`config.mk`:
```
export PLATFORM = sky130hd
export DESIGN_NAME = csts_top
export DESIGN_NICKNAME = d
export VERILOG_FILES = /design/src/shared/csts_pkg.sv /design/src/rtl/csts_src_mux.sv /design/src/rtl/csts_top.sv
export SDC_FILE = /design/constraint.sdc
export NUM_CORES = 1
export LEC_CHECK = 0
export ABC_AREA = 0
export BUFFER_PORTS_ARGS = -buffer_cell sky130_fd_sc_hd__buf_2
export CAP_MARGIN = 20
export CORE_AREA = 2 2 103 55
export DETAILED_ROUTE_END_ITERATION = 6
export DIE_AREA = 0 0 105 57
export PLACE_DENSITY = 0.79
export SETUP_SLACK_MARGIN = 0.15
export SYNTH_ARGS = -nofsm -noshare
export SYNTH_HDL_FRONTEND = slang
export SYNTH_HIERARCHICAL = 1
export SYNTH_SLANG_ARGS = --single-unit
```
`constraint.sdc`:
```
create_clock -name aclk -period 2.51 [get_ports aclk]
set_clock_uncertainty 0.05 [all_clocks]
set_input_delay 0.502 -clock aclk [delete_from_list [all_inputs] [get_ports aclk]]
set_output_delay 0.502 -clock aclk [all_outputs]
set_load 0.02 [all_outputs]
```
`src/shared/csts_pkg.sv`:
```
// constants and types for the capture sync/trigger source select block
// assumes a single clock domain and an AXI4-Lite register slave
package csts_pkg;

    // register bus
    localparam int          CSTS_ADDR_W     = 8;
    localparam int          CSTS_DATA_W     = 32;
    localparam logic [7:0]  OFF_CTRL_TWO    = 8'h00;
    localparam logic [7:0]  OFF_IRQ_STATUS  = 8'h04;
    localparam logic [7:0]  OFF_IRQ_MASK    = 8'h08;
    localparam logic [1:0]  RESP_OKAY       = 2'h0;
    localparam logic [1:0]  RESP_SLVERR     = 2'h2;

    // capture_control_two layout
    localparam int          CTRL_W          = 16;
    localparam int          SEL_W           = 5;
    localparam int          SEL_LSB         = 0;
    localparam int          TRIG_STAT_BIT   = 7;
    localparam int          CASCADE_BIT     = 8;
    localparam int          LO_LANE         = 0;
    localparam int          HI_LANE         = 1;

    // interrupt status and mask layout
    localparam int          IRQ_W           = 1;
    localparam int          IRQ_TRIG_BIT    = 0;
    localparam logic [IRQ_W-1:0] IRQ_RESET  = 1'h0;

    // source select codes
    localparam logic [SEL_W-1:0] SRC_NONE_LO  = 5'h00;
    localparam logic [SEL_W-1:0] SRC_OC_FIRST = 5'h01;
    localparam logic [SEL_W-1:0] SRC_OC_LAST  = 5'h04;
    localparam logic [SEL_W-1:0] SRC_TGO      = 5'h0a;
    localparam logic [SEL_W-1:0] SRC_TMR_FIRST = 5'h0b;
    localparam logic [SEL_W-1:0] SRC_TMR_LAST = 5'h0f;
    localparam logic [SEL_W-1:0] SRC_IC_FIRST = 5'h10;
    localparam logic [SEL_W-1:0] SRC_IC_LAST  = 5'h13;
    localparam logic [SEL_W-1:0] SRC_CMP_FIRST = 5'h18;
    localparam logic [SEL_W-1:0] SRC_CMP_LAST = 5'h1a;
    localparam logic [SEL_W-1:0] SRC_ADC      = 5'h1b;
    localparam logic [SEL_W-1:0] SRC_CTU      = 5'h1c;
    localparam logic [SEL_W-1:0] SRC_NONE_HI  = 5'h1f;
    localparam logic [SEL_W-1:0] SRC_DEFAULT  = 5'h0d;

    // event source counts
    localparam int          N_TMR           = 5;
    localparam int          N_IC            = 4;
    localparam int          N_OC            = 4;
    localparam int          N_CMP           = 3;
    localparam int          N_TGO           = 4;

    typedef struct packed {
        logic [N_TMR-1:0] timer;
        logic [N_IC-1:0]  capture_unit;
        logic [N_OC-1:0]  output_compare;
        logic [N_CMP-1:0] comparator;
        logic             analog_converter_one;
        logic             charge_time_unit;
        logic [N_TGO-1:0] trigger_generator_output;
    } csts_evt_type;

endpackage

```
`src/rtl/csts_src_mux.sv`:
```
// combinational source selector for one capture unit
// assumes event inputs are one-cycle pulses synchronous to the clock
`timescale 1ns/1ps
module csts_src_mux #(
    parameter int UNIT_INDEX = 0
) (
    input  wire logic [csts_pkg::SEL_W-1:0] sel,
    input  wire csts_pkg::csts_evt_type     evt,
    output logic                            sel_evt
);
    import csts_pkg::*;

    logic [SEL_W-1:0] oc_off;
    logic [SEL_W-1:0] tmr_off;
    logic [SEL_W-1:0] ic_off;
    logic [SEL_W-1:0] cmp_off;

    assign oc_off  = sel - SRC_OC_FIRST;
    assign tmr_off = sel - SRC_TMR_FIRST;
    assign ic_off  = sel - SRC_IC_FIRST;
    assign cmp_off = sel - SRC_CMP_FIRST;

    // reserved codes and both no-source codes fall to the final zero
    always_comb begin
        sel_evt = 1'b0;
        if (sel >= SRC_OC_FIRST && sel <= SRC_OC_LAST) begin
            sel_evt = evt.output_compare[oc_off[1:0]];
        end else if (sel == SRC_TGO) begin
            sel_evt = evt.trigger_generator_output[UNIT_INDEX];
        end else if (sel >= SRC_TMR_FIRST && sel <= SRC_TMR_LAST) begin
            sel_evt = evt.timer[tmr_off[2:0]];
        end else if (sel >= SRC_IC_FIRST && sel <= SRC_IC_LAST) begin
            sel_evt = evt.capture_unit[ic_off[1:0]];
        end else if (sel >= SRC_CMP_FIRST && sel <= SRC_CMP_LAST) begin
            sel_evt = evt.comparator[cmp_off[1:0]];
        end else if (sel == SRC_ADC) begin
            sel_evt = evt.analog_converter_one;
        end else if (sel == SRC_CTU) begin
            sel_evt = evt.charge_time_unit;
        end else begin
            sel_evt = 1'b0;
        end
    end

endmodule

```
`src/rtl/csts_top.sv`:
```
// capture unit sync/trigger source select with AXI4-Lite registers
// assumes event inputs are synchronous single-cycle pulses on aclk
//
// Operation
// - five-bit source select in control bits 4..0
// - codes 11111 and 00000 give no source
// - select resets to 01101, third timer
// - 01011..01111 pick timers one to five
// - 10000..10011 pick capture units one to four
// - 00001..00100 pick output compares one to four
// - 11000..11010 comparators, 11011 converter event
// - 11100 picks the charge time unit
// - 01010 picks this unit's trigger generator output
// - selected event sets status; software sets/clears
//
// The AXI4-Lite slave port and the address map are this design's own decisions.
`timescale 1ns/1ps
module csts_top #(
    parameter int UNIT_INDEX = 0
) (
    input  wire logic                             aclk,
    input  wire logic                             aresetn,
    input  wire logic [csts_pkg::CSTS_ADDR_W-1:0] awaddr,
    input  wire logic                             awvalid,
    output logic                                  awready,
    input  wire logic [csts_pkg::CSTS_DATA_W-1:0] wdata,
    input  wire logic [3:0]                       wstrb,
    input  wire logic                             wvalid,
    output logic                                  wready,
    output logic [1:0]                            bresp,
    output logic                                  bvalid,
    input  wire logic                             bready,
    input  wire logic [csts_pkg::CSTS_ADDR_W-1:0] araddr,
    input  wire logic                             arvalid,
    output logic                                  arready,
    output logic [csts_pkg::CSTS_DATA_W-1:0]      rdata,
    output logic [1:0]                            rresp,
    output logic                                  rvalid,
    input  wire logic                             rready,
    input  wire csts_pkg::csts_evt_type           evt_in,
    input  wire logic                             partner_cascade_enable,
    output logic                                  sync_trigger_out,
    output logic                                  trigger_status,
    output logic                                  cascade_active,
    output logic                                  irq
);
    import csts_pkg::*;

    // bus handshake state
    logic                   awready_ff;
    logic                   wready_ff;
    logic                   bvalid_ff;
    logic [1:0]             bresp_ff;
    logic                   arready_ff;
    logic                   rvalid_ff;
    logic [1:0]             rresp_ff;
    logic [CSTS_DATA_W-1:0] rdata_ff;
    logic                   aw_hold_ff;
    logic                   w_hold_ff;
    logic [CSTS_ADDR_W-1:0] waddr_ff;
    logic [CSTS_DATA_W-1:0] wdata_ff;
    logic [3:0]             wstrb_ff;

    // block state
    logic [SEL_W-1:0]       sel_ff;
    logic                   trig_stat_ff;
    logic                   cas_en_ff;
    logic [IRQ_W-1:0]       irq_stat_ff;
    logic [IRQ_W-1:0]       irq_mask_ff;
    logic                   sync_out_ff;
    logic                   cas_act_ff;
    logic                   irq_ff;

    // next values
    logic                   nxt_aw_hold;
    logic                   nxt_w_hold;
    logic                   nxt_bvalid;
    logic                   nxt_rvalid;
    logic [SEL_W-1:0]       nxt_sel;
    logic                   nxt_trig_stat;
    logic                   nxt_cas_en;
    logic [IRQ_W-1:0]       nxt_irq_stat;
    logic [IRQ_W-1:0]       nxt_irq_mask;

    // decode wires
    logic                   aw_take;
    logic                   w_take;
    logic                   ar_take;
    logic                   wr_do;
    logic                   wr_ctrl;
    logic                   wr_stat;
    logic                   wr_mask;
    logic                   wr_hit;
    logic                   rd_hit;
    logic                   lo_en;
    logic                   hi_en;
    logic                   sel_evt;
    logic [CSTS_DATA_W-1:0] ctrl_word;
    logic [CSTS_DATA_W-1:0] rd_word;
    logic [IRQ_W-1:0]       evt_vec;
    logic [IRQ_W-1:0]       clr_vec;

    csts_src_mux #(
        .UNIT_INDEX (UNIT_INDEX)
    ) u_mux (
        .sel        (sel_ff),
        .evt        (evt_in),
        .sel_evt    (sel_evt)
    );

    // write channel: address and data may arrive in either order
    assign aw_take     = awvalid && awready_ff;
    assign w_take      = wvalid && wready_ff;
    assign wr_do       = aw_hold_ff && w_hold_ff;
    assign nxt_aw_hold = aw_take || (aw_hold_ff && !wr_do);
    assign nxt_w_hold  = w_take || (w_hold_ff && !wr_do);
    assign nxt_bvalid  = wr_do || (bvalid_ff && !bready);

    assign wr_ctrl = wr_do && (waddr_ff == OFF_CTRL_TWO);
    assign wr_stat = wr_do && (waddr_ff == OFF_IRQ_STATUS);
    assign wr_mask = wr_do && (waddr_ff == OFF_IRQ_MASK);
    assign wr_hit  = wr_ctrl || wr_stat || wr_mask;
    assign lo_en   = wstrb_ff[LO_LANE];
    assign hi_en   = wstrb_ff[HI_LANE];

    // read channel: one outstanding read, arready drops while rvalid
    assign ar_take    = arvalid && arready_ff;
    assign nxt_rvalid = ar_take || (rvalid_ff && !rready);
    assign rd_hit     = (araddr == OFF_CTRL_TWO) || (araddr == OFF_IRQ_STATUS) || (araddr == OFF_IRQ_MASK);

    assign ctrl_word = (CSTS_DATA_W'(sel_ff) << SEL_LSB)
                     | (CSTS_DATA_W'(trig_stat_ff) << TRIG_STAT_BIT)
                     | (CSTS_DATA_W'(cas_en_ff) << CASCADE_BIT);
    assign rd_word = (araddr == OFF_CTRL_TWO)   ? ctrl_word :
                     (araddr == OFF_IRQ_STATUS) ? CSTS_DATA_W'(irq_stat_ff) :
                     (araddr == OFF_IRQ_MASK)   ? CSTS_DATA_W'(irq_mask_ff) : '0;

    // control register fields
    assign nxt_sel    = (wr_ctrl && lo_en) ? wdata_ff[SEL_LSB +: SEL_W] : sel_ff;
    assign nxt_cas_en = (wr_ctrl && hi_en) ? wdata_ff[CASCADE_BIT] : cas_en_ff;
    // hardware set beats a software clear in the same cycle
    assign nxt_trig_stat = sel_evt ? 1'b1 :
                           ((wr_ctrl && lo_en) ? wdata_ff[TRIG_STAT_BIT] : trig_stat_ff);

    // sticky interrupt status, write one to clear, set wins
    assign evt_vec      = IRQ_W'(sel_evt) << IRQ_TRIG_BIT;
    assign clr_vec      = (wr_stat && lo_en) ? wdata_ff[IRQ_W-1:0] : '0;
    assign nxt_irq_stat = evt_vec | (irq_stat_ff & ~clr_vec);
    assign nxt_irq_mask = (wr_mask && lo_en) ? wdata_ff[IRQ_W-1:0] : irq_mask_ff;

    always_ff @(posedge aclk) begin
        if (!aresetn) begin
            aw_hold_ff <= 1'b0;
            w_hold_ff  <= 1'b0;
            awready_ff <= 1'b0;
            wready_ff  <= 1'b0;
            bvalid_ff  <= 1'b0;
            bresp_ff   <= RESP_OKAY;
        end else begin
            aw_hold_ff <= nxt_aw_hold;
            w_hold_ff  <= nxt_w_hold;
            awready_ff <= !nxt_aw_hold && !nxt_bvalid;
            wready_ff  <= !nxt_w_hold && !nxt_bvalid;
            bvalid_ff  <= nxt_bvalid;
            if (wr_do) begin
                bresp_ff <= wr_hit ? RESP_OKAY : RESP_SLVERR;
            end
        end
    end

    always_ff @(posedge aclk) begin
        if (!aresetn) begin
            waddr_ff <= '0;
            wdata_ff <= '0;
            wstrb_ff <= '0;
        end else begin
            if (aw_take) begin
                waddr_ff <= awaddr;
            end
            if (w_take) begin
                wdata_ff <= wdata;
                wstrb_ff <= wstrb;
            end
        end
    end

    always_ff @(posedge aclk) begin
        if (!aresetn) begin
            arready_ff <= 1'b0;
            rvalid_ff  <= 1'b0;
            rresp_ff   <= RESP_OKAY;
            rdata_ff   <= '0;
        end else begin
            arready_ff <= !nxt_rvalid;
            rvalid_ff  <= nxt_rvalid;
            if (ar_take) begin
                rdata_ff <= rd_word;
                rresp_ff <= rd_hit ? RESP_OKAY : RESP_SLVERR;
            end
        end
    end

    always_ff @(posedge aclk) begin
        if (!aresetn) begin
            sel_ff       <= SRC_DEFAULT;
            trig_stat_ff <= 1'b0;
            cas_en_ff    <= 1'b0;
            irq_stat_ff  <= IRQ_RESET;
            irq_mask_ff  <= IRQ_RESET;
        end else begin
            sel_ff       <= nxt_sel;
            trig_stat_ff <= nxt_trig_stat;
            cas_en_ff    <= nxt_cas_en;
            irq_stat_ff  <= nxt_irq_stat;
            irq_mask_ff  <= nxt_irq_mask;
        end
    end

    // irq follows the next-state values so it tracks status without lag
    always_ff @(posedge aclk) begin
        if (!aresetn) begin
            sync_out_ff <= 1'b0;
            cas_act_ff  <= 1'b0;
            irq_ff      <= 1'b0;
        end else begin
            sync_out_ff <= sel_evt;
            cas_act_ff  <= cas_en_ff && partner_cascade_enable;
            irq_ff      <= |(nxt_irq_stat & nxt_irq_mask);
        end
    end

    assign awready          = awready_ff;
    assign wready           = wready_ff;
    assign bvalid           = bvalid_ff;
    assign bresp            = bresp_ff;
    assign arready          = arready_ff;
    assign rvalid           = rvalid_ff;
    assign rresp            = rresp_ff;
    assign rdata            = rdata_ff;
    assign sync_trigger_out = sync_out_ff;
    assign trigger_status   = trig_stat_ff;
    assign cascade_active   = cas_act_ff;
    assign irq              = irq_ff;
endmodule

```
# Yosys cells after proc, flatten, opt, wreduce, memory -nomap -nowiden
# Cells that the tools add are included.
totals:
  register_bits: 74
  elab_cells: 114
  input_bits: 82
op_classes:
  magnitude_cmp: 12
  reduce_logical: 40
  n_bitwise: 6
  addsub: 4
  eq_ne: 7
  muxes: 24
ops:
  columns: ["op", "count"]
  rows:
  - ["$logic_and A1 B1 Y1", 22]
  - ["$mux W1", 17]
  - ["$eq A8 B3 Y1 const B", 2]
  - ["$eq A8 B4 Y1 const B", 2]
  - ["$logic_not A8 Y1", 2]
  - ["$eq A5 B5 Y1 const B", 2]
  - ["$ge A5 B5 Y1 const B", 2]
  - ["$le A5 B5 Y1 const B", 2]
  - ["$lt A2 B3 Y1 const B", 3]
  - ["$mux W9", 1]
  - ["$or A8 B9 Y9", 1]
  - ["$logic_or A1 B1 Y1", 8]
  - ["$or A5 B8 Y8", 1]
  - ["$logic_not A1 Y1", 7]
  - ["$bmux W1 S2", 3]
  - ["$sub A2 B1 Y2 const B", 3]
  - ["$eq A5 B4 Y1 const B", 1]
  - ["$ge A5 B1 Y1 const B", 1]
  - ["$ge A5 B4 Y1 const B", 1]
  - ["$le A5 B3 Y1 const B", 1]
  - ["$le A5 B4 Y1 const B", 1]
  - ["$lt A3 B4 Y1 const B", 1]
  - ["$mux W2", 2]
  - ["$bmux W1 S3", 1]
  - ["5 further kinds", 6]

# Depth between registers and ports, before layout
# Gate-level depths: netlist of run 1.
logic_depth:
  depth_word: 10
  ltp_mapped: 9
  ltp_nobuf: 8

# Modules after synthesis
# The synthesis of run 1 kept the hierarchy.
by_module_without_submodules:
  columns: ["mod", "cells_per_inst", "area_each_um2", "instances"]
  rows:
  - ["csts_top", 211, 1858.0, 1]
  - ["csts_src_mux", 39, 334.1, 1]

# Least setup slack after synthesis of run 1
# OpenSTA, ideal clock, no wires.
synth_path:
  path_type: "reg2reg"
  from: "register sel_ff[1]"
  to: "register trig_stat_ff, in the netlist trigger_status"
  synth_period_minus_slack_ns: 2.312
  slack_ns: 0.198
  t_required_ns: 2.374
  path_stages_with_launch: 8
  t_arrival_ns: 2.176
  path_cell_list: "dfxtp_1 -> ha_1 -> xor2_2 -> mux2_4 -> or4_1 -> a31oi_1 -> nor3_1 -> a211oi_1"
synth_between:
  elab_chain_cells: 9
synth_lines:
  columns: ["item", "line_no", "text"]
  rows:
  - ["from (decl)", "csts_top.sv:65", "logic [SEL_W-1:0] sel_ff;"]
  - ["from (signal assigned)", "csts_top.sv:211", "sel_ff <= nxt_sel;"]
  - ["$sub A2 B1 Y2 / $eq A5 B5 Y1 (equally long branches)", "csts_src_mux.sv:20, csts_src_mux.sv:21, csts_src_mux.sv:38", null]
  - ["$bmux W1 S2 / $mux W1 (equally long branches)", "csts_src_mux.sv:35, csts_src_mux.sv:38", null]
  - ["$mux W1, on equally long branches", "csts_src_mux.sv:35, csts_src_mux.sv:36", null]
  - ["$mux W1", "csts_src_mux.sv:34", "end else if (sel >= SRC_CMP_FIRST && sel <= SRC_CMP_LAST) begin"]
  - ["$mux W1", "csts_src_mux.sv:32", "end else if (sel >= SRC_IC_FIRST && sel <= SRC_IC_LAST) begin"]
  - ["$mux W1", "csts_src_mux.sv:30", "end else if (sel >= SRC_TMR_FIRST && sel <= SRC_TMR_LAST) begin"]
  - ["$mux W1", "csts_src_mux.sv:28", "end else if (sel == SRC_TGO) begin"]
  - ["$mux W1 *", "csts_src_mux.sv:26", "if (sel >= SRC_OC_FIRST && sel <= SRC_OC_LAST) begin"]
  - ["named net evt_vec", "csts_top.sv:100", "logic [IRQ_W-1:0] evt_vec;"]
  - ["$mux W1 / $reduce_bool A2 Y1 (equally long branches)", null, null]
  - ["to (signal assigned)", "csts_top.sv:212", "trig_stat_ff <= nxt_trig_stat;"]
  - ["to (decl)", "csts_top.sv:66", "logic trig_stat_ff;"]
# Mark *: on every way through the listed nets, which the timed path passes. The rest lies on a longest branch. The select of a mux whose other input is x is not followed.
# A chain may end at the register's enable or synchronous reset.

# Worst setup path in the final report of run 1
# Same ends and word-level chain as after synthesis.

==> flow_metrics.tcl, run 1 <==
set metrics [dict create \
    worstSetupStartpointType "flop" \
    hold_end "waddr_ff[4]$_SDFFE_PN0P_" \
    end_kind "flop" \
    syn_avg_cell_area_um2 8.77 \
    multiInputGateArea_um2 1160 \
    antenna_found_initial 0 \
    drt-pass1-iter-count 4 \
    insertion_delay_ns 0.29 \
    arrival_ns 2.41 \
    rrSetupSlack_ns 0.22 \
    cts_tree "built" \
    synth-seq-cells 45 \
    area_growth_pct 22.5 \
    rr_startpoint "sel_ff[1]$_SDFFE_PN0P_" \
    stdcell_count 398 \
    regArea_um2 903 \
    io_buffers 69 \
    ys_types 45 \
    holdPathStages 3 \
    drc 0 \
    synth.top_cell.area_share_pct 41.1 \
    die_h_um 57 \
    die-area_um2 5990 \
    worstPathRequired_ns 2.63 \
    worst_r2r_endpoint "trigger_status$_SDFFE_PN0P_" \
    hpwl_um 3740 \
    start_util_pct 42.3 \
    num_rows 19 \
    wire_per_inst_um 12.4 \
    dr_total_vias 1880 \
    cts_inserted_buffers 5 \
    diodes 0 \
    min_path_type "input pin to flop" \
    rsz0062_at_grt "no" \
    synth-main-ff-cell "dfxtp_1" \
    viasPerCell 4.72 \
    fin_ws_ns 0.224 \
    cts.sinks 45 \
    status "finished, final reports clean" \
    min-delay-start "awaddr[4]" \
    report.final.setup_viol 0 \
    p_leak_nw 1.29 \
    clkTransAtPathRegs_ns 0.09 \
    syn_area_um2 2190 \
    grt_pass1_wl_um 7900 \
    synth-edff-count 0 \
    detail-route-antenna-nets 0 \
    yosysMostFrequentCell "nand2_1" \
    cts_max_level 2 \
    maxSlewViolCount 0 \
    drive_gt1_share_pct 32.6 \
    wirelength_um 4950 \
    overflow 0 \
    fin_nets 410 \
    synthTopCellsByCount "nand2_1 (47), dfxtp_1 (45), a21oi_1 (27), buf_4 (27), nor2_1 (16)" \
    period_share_pct 91.1 \
    max_freq_mhz 438 \
    drv_cap 0 \
    yosys-top-cells-area "dfxtp_1 (41%), buf_4 (9.2%), nand2_1 (8.0%)" \
    placed_cells 386 \
    grt_usage_pct 16.5 \
    cts-root-buf "clkbuf_8" \
    gp_congestion 0.871 \
    yosys_warnings 6 \
    clockBufferDepth 2 \
    max-vdd-ir-drop_v 0.000239 \
    period_needed_ns 2.29 \
    synth_cells 250 \
    synth_top_area_cell "dfxtp_1" \
    fin_tns_setup_ns 0 \
    cp_max_fo 4 \
    drtIter0Drc 96 \
    path_class "flop to flop" \
    powerDensity_nw_per_um2 519 \
    yosysSeqAreaShare_pct 41.1 \
    first_global_vias 1668 \
    die_w_um 105 \
    io_pins 127 \
    ff2ff_path_depth 8 \
    hold_viol 0 \
    core-area_um2 5180 \
    async_flop_share_pct 0 \
    utilization_pct 51.8 \
    grt_max_degree 22 \
    fillers 495 \
    preCtsSetupSlack_ns 0.00280 \
]
worst max-delay path by stage:
stage | cells past startpoint | startpoint | slack [ns] | end
detailed placement | 9 | sel_ff[0]$_SDFFE_PN1P_ | 0.003 | trigger_status$_SDFFE_PN0P_
global route | 8 | sel_ff[1]$_SDFFE_PN0P_ | 0.15 | trigger_status$_SDFFE_PN0P_
floorplan | 7 | sel_ff[1]$_SDFFE_PN0P_ | 0.20 | trigger_status$_SDFFE_PN0P_
CTS | 8 | sel_ff[1]$_SDFFE_PN0P_ | 0.17 | trigger_status$_SDFFE_PN0P_
finish | 8 | sel_ff[1]$_SDFFE_PN0P_ | 0.22 | trigger_status$_SDFFE_PN0P_
global placement | 9 | sel_ff[0]$_SDFFE_PN1P_ | 0.12 | trigger_status$_SDFFE_PN0P_
flip-flops by register name, summed over array words and instances, names as in the netlist:
register and cells:
irq_mask_ff 1, wdata_ff 7, irq_stat_ff 1, irq 1, rvalid 1, aw_hold_ff 1
trigger_status 1, wstrb_ff 2, arready 1, rdata 7, sel_ff 5, cas_en_ff 1
wready 1, bresp 1, w_hold_ff 1, rresp 1, bvalid 1, cascade_active 1
waddr_ff 8, sync_trigger_out 1, awready 1
power breakdown:
part / total (mW) / internal, mW / leakage, nW / switching, mW
registers: 0.761 / 0.740 / 0.367 / 0.0213
logic: 0.187 / 0.0713 / 0.882 / 0.115
clock network: 0.448 / 0.198 / 0.0445 / 0.250
total: 1.40 / 1.01 / 1.29 / 0.387
cells by family (layout without fill, tap and decap cells):
| logic type | after synthesis | after routing | synth area share [%] |
|---|---|---|---|
| buffers and inverters | 42 | 91 | 12.6 |
| AND/OR/NAND/NOR | 98 | 98 | 23.0 |
| XOR/XNOR | 1 | 1 | 0.742 |
| multiplexers | 13 | 13 | 7.36 |
| flip-flops | 45 | 45 | 41.1 |
| adder cells (fa/ha/maj) | 4 | 4 | 2.28 |
| other | 1 | 27 | 0.171 |
| AO/OA/AOI/OAI | 46 | 46 | 12.8 |
through the flow:
stage	power [mW]	hold slack (ns)	cell area, um2
floorplan	0.923	0.382	2290
CTS	1.40	0.386	2650
global placement	0.954	0.390	2510
global route	1.47	0.383	2690
detailed placement	0.959	0.399	2510
finish	1.40	0.388	2690
placed cells by master (no fill, tap or decap), drive strengths merged, types with 3 or more instances in the layout:
| cell | n |
|---|---|
| dfxtp | 45 |
| a22oi | 7 |
| nand3 | 3 |
| nor2 | 16 |
| inv | 5 |
| buf | 78 |
| nor3 | 5 |
| ha | 4 |
| clkbuf | 5 |
| conb | 27 |
| mux2i | 9 |
| nand2 | 47 |
| nand2b | 4 |
| and2 | 4 |
| a21oi | 27 |
| and3 | 3 |
metal layers:
layer / vias up / routed length, um / GRT usage, %
li1: 958 / - / -
met1: 846 / 2550 / 25.7
met2: 76 / 1990 / 22.5
met3: 0 / 416 / 5.49
met4: 0 / 0 / 2.10
met5: - / 0 / 0
critical path, stage by stage (launching register included):
cell and delay (ns):
dfxtp_2 0.36, buf_6 0.11, inv_2 0.05, ha_1 0.16
or4_2 0.67, a311oi_2 0.34, a31oi_4 0.16, nor3_2 0.18
a211oi_1 0.07
timing repair:
action                                  in CTS  in global routing
endpoints found under the setup margin       2                  3
pin swaps                                    2                  2
resized for setup                            8                  6
hold buffers                                 0                  0
setup buffers                                2                  2
layout make-up:
class / count / area share (%)
Multi-Input combinational cell: 189 / 43.3
Sequential cell: 45 / 33.6
Timing Repair Buffer: 78 / 15.6
Tap cell: 73 / 3.40
Clock buffer: 5 / 2.56
Clock inverter: 3 / 0.792
Inverter: 5 / 0.699
Power figures use the tool's default switching activity.
==> run 2: changes to the inputs <==
--- a/config.mk
+++ b/config.mk
@@ -5,14 +5,16 @@
 export SDC_FILE = /design/constraint.sdc
 export NUM_CORES = 1
 export LEC_CHECK = 0
-export ABC_AREA = 0
+export ABC_AREA = 1
 export BUFFER_PORTS_ARGS = -buffer_cell sky130_fd_sc_hd__buf_2
 export CAP_MARGIN = 20
-export CORE_AREA = 2 2 103 55
+export CORE_AREA = 2 2 106 57
+export CTS_CLUSTER_DIAMETER = 30
 export DETAILED_ROUTE_END_ITERATION = 6
-export DIE_AREA = 0 0 105 57
+export DIE_AREA = 0 0 108 59
 export PLACE_DENSITY = 0.79
 export SETUP_SLACK_MARGIN = 0.15
+export SLEW_MARGIN = 20
 export SYNTH_ARGS = -nofsm -noshare
 export SYNTH_HDL_FRONTEND = slang
 export SYNTH_HIERARCHICAL = 1
==> run 2 against run 1 <==
Sequential cell count unchanged. Combinational power up 29%. First-iteration DRC count down 9.4%. Worst setup slack better by 0.45 ns. Sequential share of layout area down 1.0 points.
==> flow_metrics.tcl, run 2 <==
set metrics [dict create \
    status "finished, final reports clean" \
    synth-main-ff-cell "dfxtp_1" \
    max_freq_mhz 544 \
    synth.top_cell.area_share_pct 38.0 \
    yosysMostFrequentCell "nand2_1" \
    ff2ff_path_depth 12 \
    insertion_delay_ns 0.30 \
    synth_cells 335 \
    fin_nets 490 \
    diodes 0 \
    drv_cap 0 \
    max-vdd-ir-drop_v 0.000322 \
    maxSlewViolCount 0 \
    cts_tree "built" \
    rrSetupSlack_ns 0.67 \
    min-delay-start "partner_cascade_enable" \
    clkTransAtPathRegs_ns 0.08 \
    start_util_pct 44.3 \
    postCtsHoldBufs 0 \
    postCtsSetupRepairBufs 0 \
    area_growth_pct 16.5 \
    wirelength_um 4700 \
    first_global_vias 1848 \
    syn_avg_cell_area_um2 7.08 \
    grt_usage_pct 15.5 \
    clockBufferDepth 2 \
    mostFrequentLayoutCells "buf_2 (69), nand2_1 (60), nor2_1 (50)" \
    hold_end "cascade_active$_SDFF_PN0_" \
    drive_gt1_share_pct 26.2 \
    synth-edff-count 0 \
    report.final.setup_viol 0 \
    drtIter0Drc 87 \
    syn_area_um2 2370 \
    arrival_ns 2.04 \
    die-area_um2 6370 \
    die_h_um 59 \
    yosysSeqAreaShare_pct 38.0 \
    final_common_cell "buf_2" \
    cpMostUsedCell "nand2_1" \
    critical_path_buf_inv_count 3 \
    synthTopCellsByCount "nand2_1 (60), nor2_1 (50), dfxtp_1 (45), inv_1 (36), buf_4 (27)" \
    core-area_um2 5350 \
    io_pins 127 \
    drc 0 \
    dr_total_vias 2149 \
    p_leak_nw 1.44 \
    worstPathRequired_ns 2.71 \
    cts_resized 0 \
    end_kind "flop" \
    cp_slowest_stage_delay_ns 0.39 \
    rsz0062_at_grt "no" \
    antenna_found_initial 0 \
    hold_viol 0 \
    synth-seq-cells 45 \
    period_share_pct 73.3 \
    io_buffers 69 \
    grt_pass1_wl_um 7700 \
    yosys-top-cells-area "dfxtp_1 (38%), nand2_1 (9.5%), buf_4 (8.5%)" \
    drt-pass1-iter-count 4 \
    gp_congestion 0.764 \
    hold_ws_ns 0.362 \
    hpwl_um 3690 \
    cts-root-buf "clkbuf_8" \
    cp_slowest_cell "dfxtp_1" \
    rr_startpoint "sel_ff[0]$_SDFFE_PN1P_" \
    path_depth 12 \
    viasPerCell 4.50 \
    period_needed_ns 1.84 \
    cp_cell_sequence "inv_2 -> ha_1 -> inv_1 -> nor2_1 -> o21ai_0 -> nand2_1 -> o311ai_0 -> nand2_1 -> nand2_1 -> nand2_1 -> nand2_1 -> inv_1" \
    worst_r2r_endpoint "irq$_SDFF_PN0_" \
    overflow 0 \
    cp_max_fo 9 \
    synth_top_area_cell "dfxtp_1" \
    num_rows 19 \
    fillers 549 \
    min_path_type "input pin to flop" \
    cts_inserted_buffers 5 \
    largest_register_ffs 8 \
    detail-route-antenna-nets 0 \
    path_class "flop to flop" \
    cpLargestDelayFamily "simple AND/OR/NAND/NOR gates" \
    wire_per_inst_um 9.84 \
    cts_max_level 2 \
    die_w_um 108 \
    holdPathStages 3 \
    powerDensity_nw_per_um2 533 \
    regMostFlops "waddr_ff" \
    worstSetupStartpointType "flop" \
    cts.sinks 45 \
    fin_tns_setup_ns 0 \
    ys_types 33 \
    yosys_warnings 6 \
    async_flop_share_pct 0 \
    grt_max_degree 31 \
]
[run 2: cell families (layout without fill, tap and decap cells)]
| kind of cell | Yosys count | after routing | synth area share (%) |
|---|---|---|---|
| flops | 45 | 45 | 38.0 |
| compound gates | 60 | 60 | 14.7 |
| buf+inv | 80 | 124 | 17.8 |
| xor+xnor | 1 | 1 | 0.369 |
| other cells | 1 | 27 | 0.158 |
| simple gates | 144 | 144 | 26.9 |
| fa+ha+maj | 4 | 4 | 2.11 |
[run 2: stage by stage]
step | cells | setup WS, ns | cell area [um2] | total power, mW | util (%)
3_5_place_dp | 470 | 0.683 | 2670 | 1.04 | 49.9
3_3_place_gp | 470 | 0.672 | 2670 | 1.03 | 49.9
6_report | 478 | 0.671 | 2760 | 1.47 | 51.6
4_1_cts | 478 | 0.656 | 2760 | 1.48 | 51.6
5_1_grt | 478 | 0.441 | 2760 | 1.54 | 51.6
2_1_floorplan | 361 | 0.817 | 2470 | 0.991 | -
[run 2: power by group]
group | internal (mW) | total (mW) | switching, mW
Combinational | 0.0804 | 0.241 | 0.161
Sequential | 0.755 | 0.778 | 0.0233
Clock | 0.197 | 0.452 | 0.254
[run 2: cell type report]
class	count	area [um2]	share of cell area (%)
Timing Repair Buffer	72	368	13.3
Tap cell	73	91.3	3.31
Multi-Input combinational cell	236	1150	41.5
Inverter	44	165	5.98
Clock inverter	3	21.3	0.770
Clock buffer	5	68.8	2.49
Sequential cell	45	901	32.6
[run 2: worst reg2reg max path, stage by stage (launching register included)]
cell and delay, ns:
dfxtp_1 0.39, inv_2 0.11, ha_1 0.38, inv_1 0.08, nor2_1 0.10, o21ai_0 0.08
nand2_1 0.06, o311ai_0 0.13, nand2_1 0.15, nand2_1 0.09, nand2_1 0.09, nand2_1 0.05
inv_1 0.04
[run 2: how the worst max path moves through the flow]
stage                                 from                           to  slack [ns]
global route        sel_ff[0]$_SDFFE_PN1P_               irq$_SDFF_PN0_        0.44
detailed placement  sel_ff[0]$_SDFFE_PN1P_               irq$_SDFF_PN0_        0.68
finish              sel_ff[0]$_SDFFE_PN1P_               irq$_SDFF_PN0_        0.67
CTS                 sel_ff[0]$_SDFFE_PN1P_               irq$_SDFF_PN0_        0.66
floorplan           sel_ff[1]$_SDFFE_PN0P_  trigger_status$_SDFFE_PN0P_        0.82
global placement    sel_ff[0]$_SDFFE_PN1P_               irq$_SDFF_PN0_        0.67
[run 2: per-layer routing]
| metal | wire [um] | vias up | track usage (%) |
|---|---|---|---|
| met5 | 0 | - | 0 |
| met4 | 105 | 0 | 8.24 |
| met3 | 302 | 10 | 2.42 |
| met2 | 2180 | 78 | 28.0 |
| met1 | 2120 | 924 | 18.1 |
| li1 | - | 1137 | - |
==> run 3: changes to the inputs <==
--- a/config.mk
+++ b/config.mk
@@ -5,14 +5,14 @@
 export SDC_FILE = /design/constraint.sdc
 export NUM_CORES = 1
 export LEC_CHECK = 0
-export ABC_AREA = 1
+export ABC_AREA = 0
 export BUFFER_PORTS_ARGS = -buffer_cell sky130_fd_sc_hd__buf_2
 export CAP_MARGIN = 20
-export CORE_AREA = 2 2 106 57
+export CORE_AREA = 2 2 110 59
 export CTS_CLUSTER_DIAMETER = 30
 export DETAILED_ROUTE_END_ITERATION = 6
-export DIE_AREA = 0 0 108 59
-export PLACE_DENSITY = 0.79
+export DIE_AREA = 0 0 112 61
+export PLACE_DENSITY = 0.73
 export SETUP_SLACK_MARGIN = 0.15
 export SLEW_MARGIN = 20
 export SYNTH_ARGS = -nofsm -noshare
==> constraint.sdc (replaced) <==
create_clock -name aclk -period 1.6 [get_ports aclk]
set_clock_uncertainty 0.05 [all_clocks]
set_input_delay 0.32 -clock aclk [delete_from_list [all_inputs] [get_ports aclk]]
set_output_delay 0.32 -clock aclk [all_outputs]
set_load 0.02 [all_outputs]
==> run 3 against run 2 <==
Routed wire length rose by 14%. Register-to-register slack got worse by 1.2 ns. Sequential power rose by 53%. Global-route usage rose by 0.27 points. Largest power group is now the clock network. Power rose by 84%. Hold slack got worse by 0.15 ns. Highest routed layer unchanged. Critical endpoint is now trigger_status$_SDFFE_PN0P_. Clock power rose to 2.7 times the previous value. The flow now finishes with violations (setup timing). Count of clock-buffer cells in the layout rose by 1. Critical path depth fell by 3. Largest cell class unchanged. Combinational power rose by 27%. Sequential cell count did not move. First-iteration DRC count fell by 11%.
==> flow_metrics.tcl, run 3 (synthesis gave the netlist of run 1 again) <==
set metrics [dict create \
    hold_viol 0 \
    grt.busiest_layer "met2" \
    violations "setup timing" \
    fin_ws_ns -0.540 \
    dr_total_vias 1890 \
    cts-root-buf "clkbuf_16" \
    io_pins 127 \
    path_class "flop to flop" \
    cts_max_level 2 \
    worst_r2r_endpoint "trigger_status$_SDFFE_PN0P_" \
    core-area_um2 5860 \
    overflow 0 \
    rr_startpoint "sel_ff[0]$_SDFFE_PN1P_" \
    worstSetupStartpointType "flop" \
    hold_end "waddr_ff[4]$_SDFFE_PN0P_" \
    regArea_um2 911 \
    grt_usage_pct 15.8 \
    cts.sinks 45 \
    worstPathRequired_ns 1.75 \
    gp_congestion 0.824 \
    multiInputGateArea_um2 1190 \
    fin_nets 419 \
    fillers 586 \
    first_global_vias 1708 \
    largest_register_ffs 8 \
    powerDensity_nw_per_um2 940 \
    die-area_um2 6830 \
    diodes 0 \
    clkTransAtPathRegs_ns 0.06 \
    antenna_found_initial 0 \
    period_needed_ns 2.14 \
    rrSetupSlack_ns -0.54 \
    hold_ws_ns 0.217 \
    drt-pass1-iter-count 4 \
    use_met2_pct 23.5 \
    end_kind "flop" \
    io_buffers 69 \
    cp_slowest_cell "or4b_4" \
    postCtsHoldBufs 0 \
    mostFrequentLayoutCells "buf_2 (69), nand2_1 (47), dfxtp_1 (41)" \
    report.final.setup_viol 4 \
    wirelength_um 5360 \
    cp_max_fo 6 \
    grt_max_degree 17 \
    p_leak_nw 1.33 \
    use_met3_pct 4.90 \
    regMostFlops "waddr_ff" \
    drv_cap 0 \
    cts_tree "built" \
    grt_pass1_wl_um 8270 \
    preCtsSetupSlack_ns -0.567 \
    final_common_cell "buf_2" \
    period_share_pct 134 \
    cp_cell_sequence "buf_4 -> inv_2 -> ha_1 -> inv_1 -> o21ai_1 -> or4b_4 -> a31oi_4 -> nor2_1 -> a211oi_1" \
    drtIter0Drc 77 \
    drc 0 \
    status "finished, violations left" \
    ff2ff_path_depth 9 \
    hpwl_um 4210 \
    holdPathStages 3 \
    min-delay-start "awaddr[4]" \
    die_h_um 61 \
    num_rows 20 \
    die_w_um 112 \
    grt_use_met1_pct 22.4 \
    insertion_delay_ns 0.28 \
    area_growth_pct 31.1 \
    clockBufferDepth 2 \
    cp_slowest_stage_delay_ns 0.54 \
    wire_per_inst_um 13.0 \
    drive_gt1_share_pct 35.3 \
    start_util_pct 37.4 \
    viasPerCell 4.60 \
    arrival_ns 2.29 \
    max-vdd-ir-drop_v 0.000425 \
    maxSlewViolCount 0 \
    cts_inserted_buffers 5 \
    max_freq_mhz 467 \
    rsz0062_at_grt "yes" \
    detail-route-antenna-nets 0 \
    min_path_type "input pin to flop" \
]
[run 3: cell count changes in the layout (fill, tap and decap cells not counted), sizes merged, moves of 3 or more]
cell and delta:
inv -40, a22oi +7, nand2b +4, a21oi +4, mux2i +9, and3 +3, nand3 -16, o211ai -3
nand2 -19, buf +15, and2 +4, o21ai -29, nor2 -37
[run 3: how the worst max path moves through the flow]
stage / start / end
after CTS: sel_ff[0]$_SDFFE_PN1P_ / trigger_status$_SDFFE_PN0P_
after global placement: sel_ff[0]$_SDFFE_PN1P_ / trigger_status$_SDFFE_PN0P_
final: sel_ff[0]$_SDFFE_PN1P_ / trigger_status$_SDFFE_PN0P_
after global routing: sel_ff[0]$_SDFFE_PN1P_ / trigger_status$_SDFFE_PN0P_
after detailed placement: sel_ff[0]$_SDFFE_PN1P_ / trigger_status$_SDFFE_PN0P_
after floorplan: sel_ff[1]$_SDFFE_PN0P_ / trigger_status$_SDFFE_PN0P_
[run 3: area by class of cell]
type / instances / share of cell area (%)
multi-input combinational: 189 / 41.4
sequential: 45 / 31.7
timing repair buffer: 87 / 16.7
clock buffer: 6 / 4.83
tap: 77 / 3.35
clock inverter: 2 / 1.31
inverter: 5 / 0.653
[run 3: layer usage]
| metal | up-vias | wire length, um |
|---|---|---|
| met4 | 0 | 48 |
| met2 | 58 | 2230 |
| li1 | 970 | - |
| met5 | - | 0 |
| met1 | 856 | 2730 |
| met3 | 6 | 353 |
[run 3: worst max-delay path, delay by kind of cell (launching register included)]
family | cells | cell delay, ns
adder cells (fa/ha/maj) | 1 | 0.19
flip-flops | 1 | 0.38
AO/OA/AOI/OAI | 3 | 0.54
AND/OR/NAND/NOR | 2 | 0.60
buffers and inverters | 3 | 0.29
[run 3: timing repair]
action	in CTS	in global routing
endpoints found under the setup margin	6	14
resized for setup	6	3
pin swaps	4	9
setup buffers	2	0
[run 3: through the flow]
| stage | setup TNS, ns | utilization [%] | power (mW) | instance area (um2) | cells |
|---|---|---|---|---|---|
| after global routing | -2.09 | 49.1 | 2.82 | 2870 | 411 |
| after floorplan | -1.84 | - | 1.45 | 2340 | 276 |
| after global placement | -1.82 | 45.1 | 1.51 | 2640 | 401 |
| after CTS | -1.84 | 48.9 | 2.72 | 2870 | 411 |
| final | -1.82 | 49.1 | 2.70 | 2870 | 411 |
| after detailed placement | -2.08 | 45.1 | 1.51 | 2640 | 401 |
[run 3: where the power goes]
group | total (mW) | internal (mW) | switching, mW
registers | 1.19 | 1.16 | 0.0339
logic | 0.306 | 0.122 | 0.184
clock network | 1.20 | 0.779 | 0.424
total | 2.70 | 2.06 | 0.642
